==> src/core/gpio_cmd_regs.svh <==
`ifndef GPIO_CMD_REGS_SVH
`define GPIO_CMD_REGS_SVH

// Command codes
`define CMD_QUERY_AVAIL   8'h10
`define CMD_SET_POLARITY  8'h1A
`define CMD_SET_STATE     8'h1B

// Frame geometry in bytes
`define FRAME_PARAM_BYTES 4'd8
`define REPLY_BYTES       3'd5

// Register byte offsets
`define REG_AVAIL_OFS     12'h000
`define REG_OUTEN_OFS     12'h004
`define REG_CTRL_OFS      12'h008
`define REG_POLARITY_OFS  12'h00C
`define REG_STATE_OFS     12'h010
`define REG_PINS_OFS      12'h014
`define REG_STATUS_OFS    12'h018
`define REG_FRAMES_OFS    12'h01C

// Control fields
`define CTRL_ENABLE_BIT   0
`define CTRL_RESET_VAL    32'h0000_0001

// Reset values
`define AVAIL_RESET_VAL   32'h0000_0000
`define OUTEN_RESET_VAL   32'h0000_0000
`define POL_RESET_VAL     32'h0000_0000
`define STATE_RESET_VAL   32'h0000_0000

`endif

==> src/core/gpio_cmd_pkg.sv <==
package gpio_cmd_pkg;
  typedef logic [7:0]  byte_t;
  typedef logic [31:0] word_t;
  typedef logic [11:0] addr_t;

  // Reply serializer states
  typedef enum logic [1:0]
  {
    SER_IDLE = 2'b01,
    SER_SEND = 2'b10
  } ser_state_e;

  // Frame assembler states
  typedef enum logic [2:0]
  {
    ASM_CODE  = 3'b001,
    ASM_PARAM = 3'b010,
    ASM_WAIT  = 3'b100
  } asm_state_e;
endpackage : gpio_cmd_pkg

==> src/core/frame_if.sv <==
`timescale 1ns/10ps
interface frame_if;
  import gpio_cmd_pkg::*;
  logic  frameValid;
  byte_t cmdCode;
  word_t maskWord;
  word_t valueWord;
  logic  replyValid;
  byte_t replyCode;
  word_t replyWord;
  logic  replyDone;

  modport assembler
  (
    output frameValid, cmdCode, maskWord, valueWord,
    input  replyDone
  );
  modport core
  (
    input  frameValid, cmdCode, maskWord, valueWord,
    output replyValid, replyCode, replyWord
  );
  modport serializer
  (
    input  replyValid, replyCode, replyWord,
    output replyDone
  );
endinterface : frame_if

==> src/core/frame_assembler.sv <==
`timescale 1ns/10ps
`include "gpio_cmd_regs.svh"
module frame_assembler
(
  input  wire logic                  ref_clk,
  input  wire logic                  rst_n,
  input  wire logic                  enable,
  input  wire logic                  rxValid,
  input  wire gpio_cmd_pkg::byte_t   rxData,
  output logic                       rxReady,
  frame_if.assembler                 frm
);
  import gpio_cmd_pkg::*;

  asm_state_e        state_ff;
  logic [3:0]        count_ff;
  logic [63:0]       params_ff;
  byte_t             code_ff;
  logic              valid_ff;
  logic              ready_ff;
  logic              take;

  assign take       = rxValid & ready_ff;
  assign rxReady    = ready_ff;
  assign frm.frameValid = valid_ff;
  assign frm.cmdCode    = code_ff;
  assign frm.maskWord   = params_ff[31:0];
  assign frm.valueWord  = params_ff[63:32];

  // Byte collection: code first, then eight parameter bytes
  always_ff @(posedge ref_clk or negedge rst_n)
  begin
    if (!rst_n)
    begin
      state_ff  <= ASM_CODE;
      count_ff  <= 4'h0;
      params_ff <= 64'h0000_0000_0000_0000;
      code_ff   <= 8'h00;
      valid_ff  <= 1'b0;
    end
    else
    begin
      valid_ff <= 1'b0;
      case (state_ff)
        ASM_CODE:
        begin
          if (take)
          begin
            code_ff  <= rxData;
            count_ff <= 4'h0;
            state_ff <= ASM_PARAM;
          end
        end
        ASM_PARAM:
        begin
          if (take)
          begin
            params_ff <= {rxData, params_ff[63:8]};  // LSB first
            count_ff  <= count_ff + 4'h1;
            if (count_ff == `FRAME_PARAM_BYTES - 4'd1)
            begin
              valid_ff <= 1'b1;
              state_ff <= ASM_WAIT;
            end
          end
        end
        ASM_WAIT:
        begin
          if (frm.replyDone)
            state_ff <= ASM_CODE;
        end
        default:
          state_ff <= ASM_CODE;
      endcase
    end
  end

  // Accept bytes only while collecting and enabled
  always_ff @(posedge ref_clk or negedge rst_n)
  begin
    if (!rst_n)
      ready_ff <= 1'b0;
    else
      ready_ff <= enable & (state_ff != ASM_WAIT)
                  & ~(take & (state_ff == ASM_PARAM)
                      & (count_ff == `FRAME_PARAM_BYTES - 4'd1));
  end
endmodule : frame_assembler

==> src/core/reply_serializer.sv <==
`timescale 1ns/10ps
`include "gpio_cmd_regs.svh"
module reply_serializer
(
  input  wire logic                  ref_clk,
  input  wire logic                  rst_n,
  output logic                       txValid,
  output gpio_cmd_pkg::byte_t        txData,
  input  wire logic                  txReady,
  frame_if.serializer                frm
);
  import gpio_cmd_pkg::*;

  ser_state_e   state_ff;
  logic [39:0]  shift_ff;
  logic [2:0]   left_ff;
  logic         done_ff;
  logic         valid_ff;

  // Valid comes from its own flop so the pin is registered
  assign txValid       = valid_ff;
  assign txData        = shift_ff[7:0];
  assign frm.replyDone = done_ff;

  // Sends code byte, then the word low byte first
  always_ff @(posedge ref_clk or negedge rst_n)
  begin
    if (!rst_n)
    begin
      state_ff <= SER_IDLE;
      shift_ff <= 40'h00_0000_0000;
      left_ff  <= 3'h0;
      done_ff  <= 1'b0;
      valid_ff <= 1'b0;
    end
    else
    begin
      done_ff <= 1'b0;
      case (state_ff)
        SER_IDLE:
        begin
          if (frm.replyValid)
          begin
            shift_ff <= {frm.replyWord, frm.replyCode};  // Echo code first
            left_ff  <= `REPLY_BYTES;                    // Five bytes
            state_ff <= SER_SEND;
            valid_ff <= 1'b1;
          end
        end
        SER_SEND:
        begin
          if (txReady)
          begin
            shift_ff <= {8'h00, shift_ff[39:8]};
            left_ff  <= left_ff - 3'h1;
            if (left_ff == 3'h1)
            begin
              state_ff <= SER_IDLE;
              done_ff  <= 1'b1;
              valid_ff <= 1'b0;
            end
          end
        end
        default:
          state_ff <= SER_IDLE;
      endcase
    end
  end
endmodule : reply_serializer

==> src/core/gpio_command_handler.sv <==
// Our own choices: the register addresses and the APB register port.
`timescale 1ns/10ps
`include "gpio_cmd_regs.svh"
module gpio_command_handler
(
  input  wire logic                  ref_clk,
  input  wire logic                  rst_n,
  input  wire gpio_cmd_pkg::addr_t   paddr,
  input  wire logic                  psel,
  input  wire logic                  penable,
  input  wire logic                  pwrite,
  input  wire gpio_cmd_pkg::word_t   pwdata,
  output gpio_cmd_pkg::word_t        prdata,
  output logic                       pready,
  output logic                       pslverr,
  input  wire logic                  rxValid,
  input  wire gpio_cmd_pkg::byte_t   rxData,
  output logic                       rxReady,
  output logic                       txValid,
  output gpio_cmd_pkg::byte_t        txData,
  input  wire logic                  txReady,
  input  wire gpio_cmd_pkg::word_t   gpioIn,
  output gpio_cmd_pkg::word_t        gpioOut,
  output gpio_cmd_pkg::word_t        gpioOe_n
);
  import gpio_cmd_pkg::*;

  frame_if frm ();

  // Stored configuration, pin and reply state
  word_t       avail_ff;
  word_t       outEn_ff;
  logic [31:0] ctrl_ff;
  word_t       polarity_ff;
  word_t       state_ff;
  word_t       pinMeta_ff;
  word_t       pinSync_ff;
  word_t       gpioOut_ff;
  word_t       gpioOe_n_ff;
  logic        replyValid_ff;
  byte_t       replyCode_ff;
  word_t       replyWord_ff;
  byte_t       lastCode_ff;
  logic        unknownSeen_ff;
  logic [15:0] frames_ff;

  // Bus answer flops and next-value terms
  word_t       prdata_ff;
  logic        pready_ff;
  logic        pslverr_ff;
  word_t       nxt_polarity;
  word_t       nxt_state;
  word_t       nxt_rdata;
  logic        nxt_err;

  // Decode strobes
  logic        apbAccess;
  logic        apbWrite;
  logic        isPol;
  logic        isState;
  logic        isQuery;
  logic        isUnknown;

  // Masked update limited to general-purpose pins
  function automatic word_t apply_masked(input word_t old, input word_t mask,
                                         input word_t val, input word_t avail);
    word_t sel;
    sel = mask & avail;
    return (old & ~sel) | (val & sel);
  endfunction : apply_masked

  // Write strobe for one register offset
  function automatic logic wr_hit(input logic wr, input addr_t a, input addr_t ofs);
    return wr & (a == ofs);
  endfunction : wr_hit

  // Byte collection from the host link
  frame_assembler u_asm
  (
    .ref_clk (ref_clk),
    .rst_n   (rst_n),
    .enable  (ctrl_ff[`CTRL_ENABLE_BIT]),
    .rxValid (rxValid),
    .rxData  (rxData),
    .rxReady (rxReady),
    .frm     (frm.assembler)
  );

  // Reply transmission to the host link
  reply_serializer u_ser
  (
    .ref_clk (ref_clk),
    .rst_n   (rst_n),
    .txValid (txValid),
    .txData  (txData),
    .txReady (txReady),
    .frm     (frm.serializer)
  );

  // Command decode
  assign isPol   = frm.frameValid & (frm.cmdCode == `CMD_SET_POLARITY);
  assign isState = frm.frameValid & (frm.cmdCode == `CMD_SET_STATE);
  assign isQuery = frm.frameValid & (frm.cmdCode == `CMD_QUERY_AVAIL);
  assign isUnknown = frm.frameValid & ~(isPol | isState | isQuery);

  // Next polarity vector
  always_comb
  begin
    nxt_polarity = polarity_ff;
    if (isPol)
      nxt_polarity = apply_masked(polarity_ff, frm.maskWord, frm.valueWord,
                                  avail_ff);
  end

  // Next state vector
  always_comb
  begin
    nxt_state = state_ff;
    if (isState)
      nxt_state = apply_masked(state_ff, frm.maskWord, frm.valueWord,
                               avail_ff);
  end

  // Polarity storage
  always_ff @(posedge ref_clk or negedge rst_n)
  begin
    if (!rst_n)
      polarity_ff <= `POL_RESET_VAL;
    else
      polarity_ff <= nxt_polarity;
  end

  // State storage
  always_ff @(posedge ref_clk or negedge rst_n)
  begin
    if (!rst_n)
      state_ff <= `STATE_RESET_VAL;
    else
      state_ff <= nxt_state;
  end

  // Reply strobe, one cycle after the frame is decoded
  always_ff @(posedge ref_clk or negedge rst_n)
  begin
    if (!rst_n)
      replyValid_ff <= 1'b0;
    else
      replyValid_ff <= frm.frameValid;
  end

  // Echoed command code
  always_ff @(posedge ref_clk or negedge rst_n)
  begin
    if (!rst_n)
      replyCode_ff <= 8'h00;
    else if (frm.frameValid)
      replyCode_ff <= frm.cmdCode;
  end

  // Reply word, parameters of the query ignored
  always_ff @(posedge ref_clk or negedge rst_n)
  begin
    if (!rst_n)
      replyWord_ff <= 32'h0000_0000;
    else if (isQuery)
      replyWord_ff <= avail_ff;
    else if (isPol)
      replyWord_ff <= nxt_polarity & avail_ff;
    else if (isState)
      replyWord_ff <= nxt_state & avail_ff;
    else if (isUnknown)
      replyWord_ff <= 32'h0000_0000;                       // Unknown code answers zero
  end

  // Reply towards the serializer
  assign frm.replyValid = replyValid_ff;
  assign frm.replyCode  = replyCode_ff;
  assign frm.replyWord  = replyWord_ff;

  // Last command code for software
  always_ff @(posedge ref_clk or negedge rst_n)
  begin
    if (!rst_n)
      lastCode_ff <= 8'h00;
    else if (frm.frameValid)
      lastCode_ff <= frm.cmdCode;
  end

  // Frame counter, wraps at its width
  always_ff @(posedge ref_clk or negedge rst_n)
  begin
    if (!rst_n)
      frames_ff <= 16'h0000;
    else if (frm.frameValid)
      frames_ff <= frames_ff + 16'h0001;
  end

  // Unknown-code flag: set wins over a simultaneous software clear
  always_ff @(posedge ref_clk or negedge rst_n)
  begin
    if (!rst_n)
      unknownSeen_ff <= 1'b0;
    else if (isUnknown)
      unknownSeen_ff <= 1'b1;
    else if (wr_hit(apbWrite, paddr, `REG_STATUS_OFS) & pwdata[8])
      unknownSeen_ff <= 1'b0;
  end

  // Pin drive level: the active state honours polarity
  always_ff @(posedge ref_clk or negedge rst_n)
  begin
    if (!rst_n)
      gpioOut_ff <= 32'h0000_0000;
    else
      gpioOut_ff <= state_ff ^ polarity_ff;
  end

  // Pin enable: special-function pins are never driven
  always_ff @(posedge ref_clk or negedge rst_n)
  begin
    if (!rst_n)
      gpioOe_n_ff <= 32'hFFFF_FFFF;
    else
      gpioOe_n_ff <= ~(outEn_ff & avail_ff);
  end

  // Pins straight from their flops
  assign gpioOut  = gpioOut_ff;
  assign gpioOe_n = gpioOe_n_ff;

  // Pin input synchroniser, first stage
  always_ff @(posedge ref_clk or negedge rst_n)
  begin
    if (!rst_n)
      pinMeta_ff <= 32'h0000_0000;
    else
      pinMeta_ff <= gpioIn;
  end

  // Second stage, the only reader of the first
  always_ff @(posedge ref_clk or negedge rst_n)
  begin
    if (!rst_n)
      pinSync_ff <= 32'h0000_0000;
    else
      pinSync_ff <= pinMeta_ff;
  end

  // APB phases: answer one cycle into the access phase
  assign apbAccess = psel & penable & ~pready_ff;
  assign apbWrite  = psel & penable & pready_ff & pwrite & ~pslverr_ff;

  // Pin availability map
  always_ff @(posedge ref_clk or negedge rst_n)
  begin
    if (!rst_n)
      avail_ff <= `AVAIL_RESET_VAL;
    else if (wr_hit(apbWrite, paddr, `REG_AVAIL_OFS))
      avail_ff <= pwdata;
  end

  // Output enable map
  always_ff @(posedge ref_clk or negedge rst_n)
  begin
    if (!rst_n)
      outEn_ff <= `OUTEN_RESET_VAL;
    else if (wr_hit(apbWrite, paddr, `REG_OUTEN_OFS))
      outEn_ff <= pwdata;
  end

  // Control: only the enable bit is kept
  always_ff @(posedge ref_clk or negedge rst_n)
  begin
    if (!rst_n)
      ctrl_ff <= `CTRL_RESET_VAL;
    else if (wr_hit(apbWrite, paddr, `REG_CTRL_OFS))
      ctrl_ff <= {31'h0000_0000, pwdata[`CTRL_ENABLE_BIT]};
  end

  // Read mux and unmapped decode
  always_comb
  begin
    nxt_rdata = 32'h0000_0000;
    nxt_err   = 1'b0;
    case (paddr)
      `REG_AVAIL_OFS:    nxt_rdata = avail_ff;
      `REG_OUTEN_OFS:    nxt_rdata = outEn_ff;
      `REG_CTRL_OFS:     nxt_rdata = ctrl_ff;
      `REG_POLARITY_OFS: nxt_rdata = polarity_ff & avail_ff;
      `REG_STATE_OFS:    nxt_rdata = state_ff & avail_ff;
      `REG_PINS_OFS:     nxt_rdata = pinSync_ff & avail_ff;
      `REG_STATUS_OFS:   nxt_rdata = {23'h00_0000, unknownSeen_ff, lastCode_ff};
      `REG_FRAMES_OFS:   nxt_rdata = {16'h0000, frames_ff};
      default:           nxt_err   = 1'b1;
    endcase
  end

  // Ready pulse one cycle into the access phase
  always_ff @(posedge ref_clk or negedge rst_n)
  begin
    if (!rst_n)
      pready_ff <= 1'b0;
    else
      pready_ff <= apbAccess;
  end

  // Error flag with ready for an unmapped offset
  always_ff @(posedge ref_clk or negedge rst_n)
  begin
    if (!rst_n)
      pslverr_ff <= 1'b0;
    else
      pslverr_ff <= apbAccess & nxt_err;
  end

  // Read data, held only in the ready cycle
  always_ff @(posedge ref_clk or negedge rst_n)
  begin
    if (!rst_n)
      prdata_ff <= 32'h0000_0000;
    else if (apbAccess & ~pwrite)
      prdata_ff <= nxt_rdata;
    else if (pready_ff)
      prdata_ff <= 32'h0000_0000;
  end

  // Bus answer from its flops
  assign pready  = pready_ff;
  assign pslverr = pslverr_ff;
  assign prdata  = prdata_ff;
endmodule : gpio_command_handler

==> config.mk <==
export PLATFORM = sky130hd
export DESIGN_NAME = gpio_command_handler
export DESIGN_NICKNAME = d
export VERILOG_FILES = /design/src/core/gpio_cmd_pkg.sv /design/src/core/frame_if.sv /design/src/core/frame_assembler.sv /design/src/core/reply_serializer.sv /design/src/core/gpio_command_handler.sv
export VERILOG_INCLUDE_DIRS = /design/src /design/src/core
export SDC_FILE = /design/constraint.sdc
export NUM_CORES = 1
export LEC_CHECK = 0
export BUFFER_PORTS_ARGS = -buffer_cell sky130_fd_sc_hd__buf_4
export CAP_MARGIN = 25
export CORE_MARGIN = 2
export CORE_UTILIZATION = 55
export DETAILED_ROUTE_END_ITERATION = 12
export PLACE_DENSITY = 0.76
export SLEW_MARGIN = 20
export SYNTH_ARGS = -nofsm -noshare
export SYNTH_HDL_FRONTEND = slang
export SYNTH_SLANG_ARGS = --single-unit
==> constraint.sdc <==
create_clock -name ref_clk -period 5.6 [get_ports ref_clk]
set_clock_uncertainty 0.1 [all_clocks]
set_input_delay 0.56 -clock ref_clk [delete_from_list [all_inputs] [get_ports ref_clk]]
set_output_delay 0.56 -clock ref_clk [all_outputs]
set_load 0.1 [all_outputs]
; After elaboration in Yosys (flattened, before gate mapping)
; Index checks and enable logic that the tools add are counted.
[totals]
ff_bits = 477
in_bits = 91
out_inout_bits = 108
elab_cells = 153
[classes]
add_sub_neg = 3
n_eq_ne = 25
n_mux = 40
n_bitwise = 43
reduce_logical = 14
[op_table]
columns = cell, n
row1 = $and A32 B32 Y32, 10
row2 = $mux W32, 8
row3 = $pmux W32 S8, 1
row4 = $mux W40, 2
row5 = $pmux W40 S2, 1
row6 = $not A32 Y32, 2
row7 = $or A32 B32 Y32, 2
row8 = $eq A12 B5 Y1 const B, 4
row9 = $xor A32 B32 Y32, 1
row10 = $eq A12 B4 Y1 const B, 2
row11 = $eq A8 B5 Y1 const B, 3
row12 = $and A1 B1 Y1, 21
row13 = $mux W3, 6
row14 = $add A16 B1 Y16 const B, 1
row15 = $eq A12 B3 Y1 const B, 1
row16 = $logic_not A12 Y1, 1
row17 = $mux W1, 12
row18 = $pmux W3 S3, 1
row19 = $reduce_and A3 Y1, 3
row20 = $mux W4, 2
row21 = $ne A2 B1 Y1 const B, 4
row22 = $pmux W4 S2, 1
row23 = $reduce_and A4 Y1, 2
row24 = $reduce_bool A2 Y1, 4
row25 = 19 further kinds, 30

; Depth between registers and ports, before layout
[logic_depth]
word_depth = 10
mapped_depth = 8
depth_no_buf = 5

; Hierarchy
; A second synthesis with hierarchy kept.
[unflattened]
cells_unflattened = 1564
area_unflattened_um2 = 20443.4
[modules_own_cells]
columns = mod, instances, cells_per_inst, area_per_inst_um2, seq_area_each_um2
row1 = gpio_command_handler, 1, 1209, 14589.0, 8774.7
row2 = frame_assembler, 1, 200, 3488.3, 2028.2
row3 = reply_serializer, 1, 155, 2366.0, 1177.4

; Worst setup path after synthesis
; No wires, ideal clock.
[synth_path]
path_kind = register to register
start = register pready_ff (netlist: pready)
end = register outEn_ff[10]
setup_ps = 125
arrival_time_ps = 2541
required_ps = 5375
setup_slack_ps = 2834
stages_incl_launch_ff = 7
path_buffers = 2
synth_period_minus_slack_ps = 2766
cell_sequence = dfrtp_1 -> nand2_1 -> or3_1 -> clkbuf_1 -> nor4_4 -> buf_6 -> mux2_4
[synth_via]
elab_chain_len = 4
[synth_rtl]
columns = element, line_no
row1 = from (decl), gpio_command_handler.sv:49  ; logic pready_ff;
row2 = from (signal assigned), gpio_command_handler.sv:304  ; pready_ff <= apbAccess;
row3 = $and A1 B1 Y1 (3 in a row), gpio_command_handler.sv:251  ; assign apbWrite = psel & penable & pready_ff & pwrite & ~pslverr_ff;
row4 = $and A1 B1 Y1, gpio_command_handler.sv:74  ; return wr & (a == ofs);
row5 = to (signal assigned), gpio_command_handler.sv:266  ; outEn_ff <= `OUTEN_RESET_VAL;
row6 = to (signal assigned), gpio_command_handler.sv:268  ; outEn_ff <= pwdata;
row7 = to (decl), gpio_command_handler.sv:32  ; word_t outEn_ff;
; No other way between the ends.
; A chain may end at the register's enable or synchronous reset.

; Worst setup path after layout
[layout_path]
start = register u_asm.code_ff[0] (netlist: u_asm.frm.cmdCode[0])
end = register state_ff[17]
[layout_via]
elab_chain_len = 3
[layout_rtl]
columns = element, line_no
row1 = from (decl), frame_assembler.sv:18  ; byte_t code_ff;
row2 = from (signal assigned), frame_assembler.sv:49  ; code_ff <= rxData;
row3 = $eq A8 B5 Y1 (no source line), -
row4 = $and A1 B1 Y1, gpio_command_handler.sv:102  ; assign isState = frm.frameValid & (frm.cmdCode == `CMD_SET_STATE);
row5 = $mux W32, gpio_command_handler.sv:119  ; if (isState)
row6 = net nxt_state[17], gpio_command_handler.sv:52  ; word_t nxt_state;
row7 = to (signal assigned), gpio_command_handler.sv:137  ; state_ff <= `STATE_RESET_VAL;
row8 = to (signal assigned), gpio_command_handler.sv:139  ; state_ff <= nxt_state;
row9 = to (decl), gpio_command_handler.sv:35  ; word_t state_ff;
; The timed path passes the listed nets, and every way through them passes these cells.

==> reports/results.ini <==
[global_route]
grt_max_degree = 135
track_usage_pct = 27.8
grt_pass1_vias = 14712
globalRoute.totalOverflow = 0
grt_pass1_wl_um = 82600
grt_antenna_before_repair = 0

[sta]
grt_setup_unrepaired = false
fin_ws_ns = 2.39
clock.fmax_ghz = 0.312
timing.final.crit_share_pct = 57.3
final_max_slew_viol_count = 0
fin_crit_ns = 3.21
whs_ns = 0.0747
hold_violations = 0
fin_tns_setup_ns = 0
finalSetupViolations = 0
max_slew_margin_pct = 25.3
worstMarginPinSlew_ns = 1.12

[flow_run]
cap_viol_max_count = 0

[floorplanning]
start_util_pct = 55.5
ios = 199
num_rows = 70
die_x_um = 196
core_um2 = 36400
die_y_um = 196
die_area_um2 = 38300

[synth]
synth-seq-area-share_pct = 59.3
synth.most_common_cell = dfrtp_1
ys_async_sr_fraction_pct = 100
synth_fp_nets = 1795
yosys-top-cells-count = 442 x dfrtp_1, 195 x mux2_2, 169 x nand2_1
ys_types = 56
syn_inst = 1700
ys_seq_elements = 477
syn_area_per_cell_um2 = 11.9
yosysTopAreaCell = dfrtp_1
synth_enable_flop_cells = 0
yosysWarnings = 0
syn-cell-area_um2 = 20200
ys.flop_type = dfrtp_1
synth.area.top_cells = dfrtp_1 55%, mux2_2 11%, dfstp_2 4.5%
synth_top_area_share_pct = 54.7

[critical_path]
crit_path_cell_trace = nand3_2 > nor2_4 > nand3_1 > mux2_2
critPathMaxFanout = 32
critical_path_arrival_ns = 3.57
slowest_stage = nor2_4
cp_slowest_stage_delay_ns = 1.15
cp-startpoint = u_asm.frm.cmdCode[0]
cp-start-kind = flop
end_kind = flop
crit_type = reg -> reg
reg2reg_from = u_asm.frm.cmdCode[0]
rr_worst_depth = 4
required_ns = 5.97

[clocking]
clk_pin_slew_worst_paths_ns = 0.06
clockBufferDepth = 3
clock_latency_ns = 0.60
cts_root_buffer = clkbuf_16
tritoncts = done
cts_num_sinks = 477
cts_resized = 0
htreeDepth = 2
numCtsBuffers = 48

[placed_design]
hpwl_um = 34600
dp_slack_ns = 2.39
place_area_um2 = 22000
io_buffers = 198
gp_congestion = 0.856

[cells_and_area]
n_antenna_cell = 0
largest_reg_flops = 64
syn_to_final_growth_pct = 18.5
top_register = u_asm.params_ff
nets = 1971
utilization_pct = 65.7
biggestRegsByFlops = u_asm.params_ff (64), u_ser.shift_ff (40)
finish.instance_area_um2 = 24000
drive_gt1_share_pct = 29.3

[worst_hold_path]
hold_path.startpoint = pwdata[2]
min-delay-path-class = in -> reg
min_path_cells = 3

[route]
firstDrtPassIters = 5
drc = 0
num_vias = 14408
drt_iter0_markers = 1156
antenna_left = 0
routed_wl_um = 52600
vias_per_cell = 6.05
wire_per_inst_um = 22.1

[status]
status = finished clean

[power_and_ir_drop]
cellInternalPower_mw = 5.52
power_frac_clock_pct = 47.2
switching_share_pct = 21.4
power.leakage_nw = 11.5
peakVddDrop_mv = 0.282
netSwitchingPower_mw = 1.50
powerDensity_nw_per_um2 = 293
comb_power_share_pct = 3.2
seqPwrFrac_pct = 49.6

[cell usage in the layout (no fill, tap or decap), drive strengths merged, types with 16 or more instances in the layout]
master,instances
mux2i,51
o21ai,110
nand3,94
clkbuf,74
xor2,38
dlygate4sd3,33
a21o,16
a22oi,20
nand2,169
and3,17
dfstp,35
nand4,39
nor2,51
o211ai,20
a22o,23
buf,217
o221ai,27
a21oi,67
inv,48
mux2,217
dfrtp,442
[kinds of logic after synthesis]
kind of cell	share of synthesized area, %
and+or+nand+nor	9.90
adders and majority gates	0.248
DFF	59.3
AOI/OAI and AO/OA	9.87
xor gates and xnor gates	2.12
muxes	15.1
buffers and inverters	3.50
[critical path, delay by kind of cell (launching register included)]
kind,cells,cell delay (ns)
DFF,1,0.56
muxes,1,0.32
and+or+nand+nor,3,2.11
[power by group through the flow]
| stage | clock network, mW | registers [mW] | logic, mW |
|---|---|---|---|
| 6_report | 3.32 | 3.48 | 0.223 |
| 3_3_place_gp | 0 | 3.54 | 0.202 |
| 5_1_grt | 3.48 | 3.48 | 0.247 |
| 4_1_cts | 3.34 | 3.48 | 0.226 |
| 2_1_floorplan | 0 | 3.55 | 0.0502 |
| 3_5_place_dp | 0 | 3.54 | 0.205 |
[worst paths after layout]
path                                   endpoint  slack [ns]
max                                state_ff[17]        2.39
min                                 outEn_ff[2]        0.07
max reg2reg                        state_ff[17]        2.39
min reg2reg                       pinSync_ff[8]        0.25
max in group asynchronous  u_asm.frm.frameValid        3.53
min in group asynchronous     u_ser.shift_ff[2]        0.51
[routing by layer]
metal,track usage (%),routed length [um]
met5,0,0
met4,12.5,2020
met3,4.07,3440
met2,45.0,25400
met1,37.8,21800
[cell type report]
| class | instances | area [um^2] |
|---|---|---|
| Multi-Input combinational cell | 1052 | 7580 |
| Clock inverter | 15 | 189 |
| Tap cell | 468 | 586 |
| Clock buffer | 74 | 1450 |
| Fill cell | 2643 | 12500 |
| Inverter | 47 | 176 |
| Timing Repair Buffer | 250 | 1990 |
| Sequential cell | 477 | 12000 |
[timing repair]
item                      4_1_cts  5_1_grt
hold endpoints to repair      118        0
hold buffers                   33        0
buffers inserted                0        0
[per-stage QoR]
step | total power [mW] | std cells
final | 7.02 | 2383
after global routing | 7.21 | 2383
after CTS | 7.05 | 2382
after detailed placement | 3.75 | 2260
after global placement | 3.74 | 2259
after floorplan | 3.60 | 1700
Power figures use the tool's default switching activity.
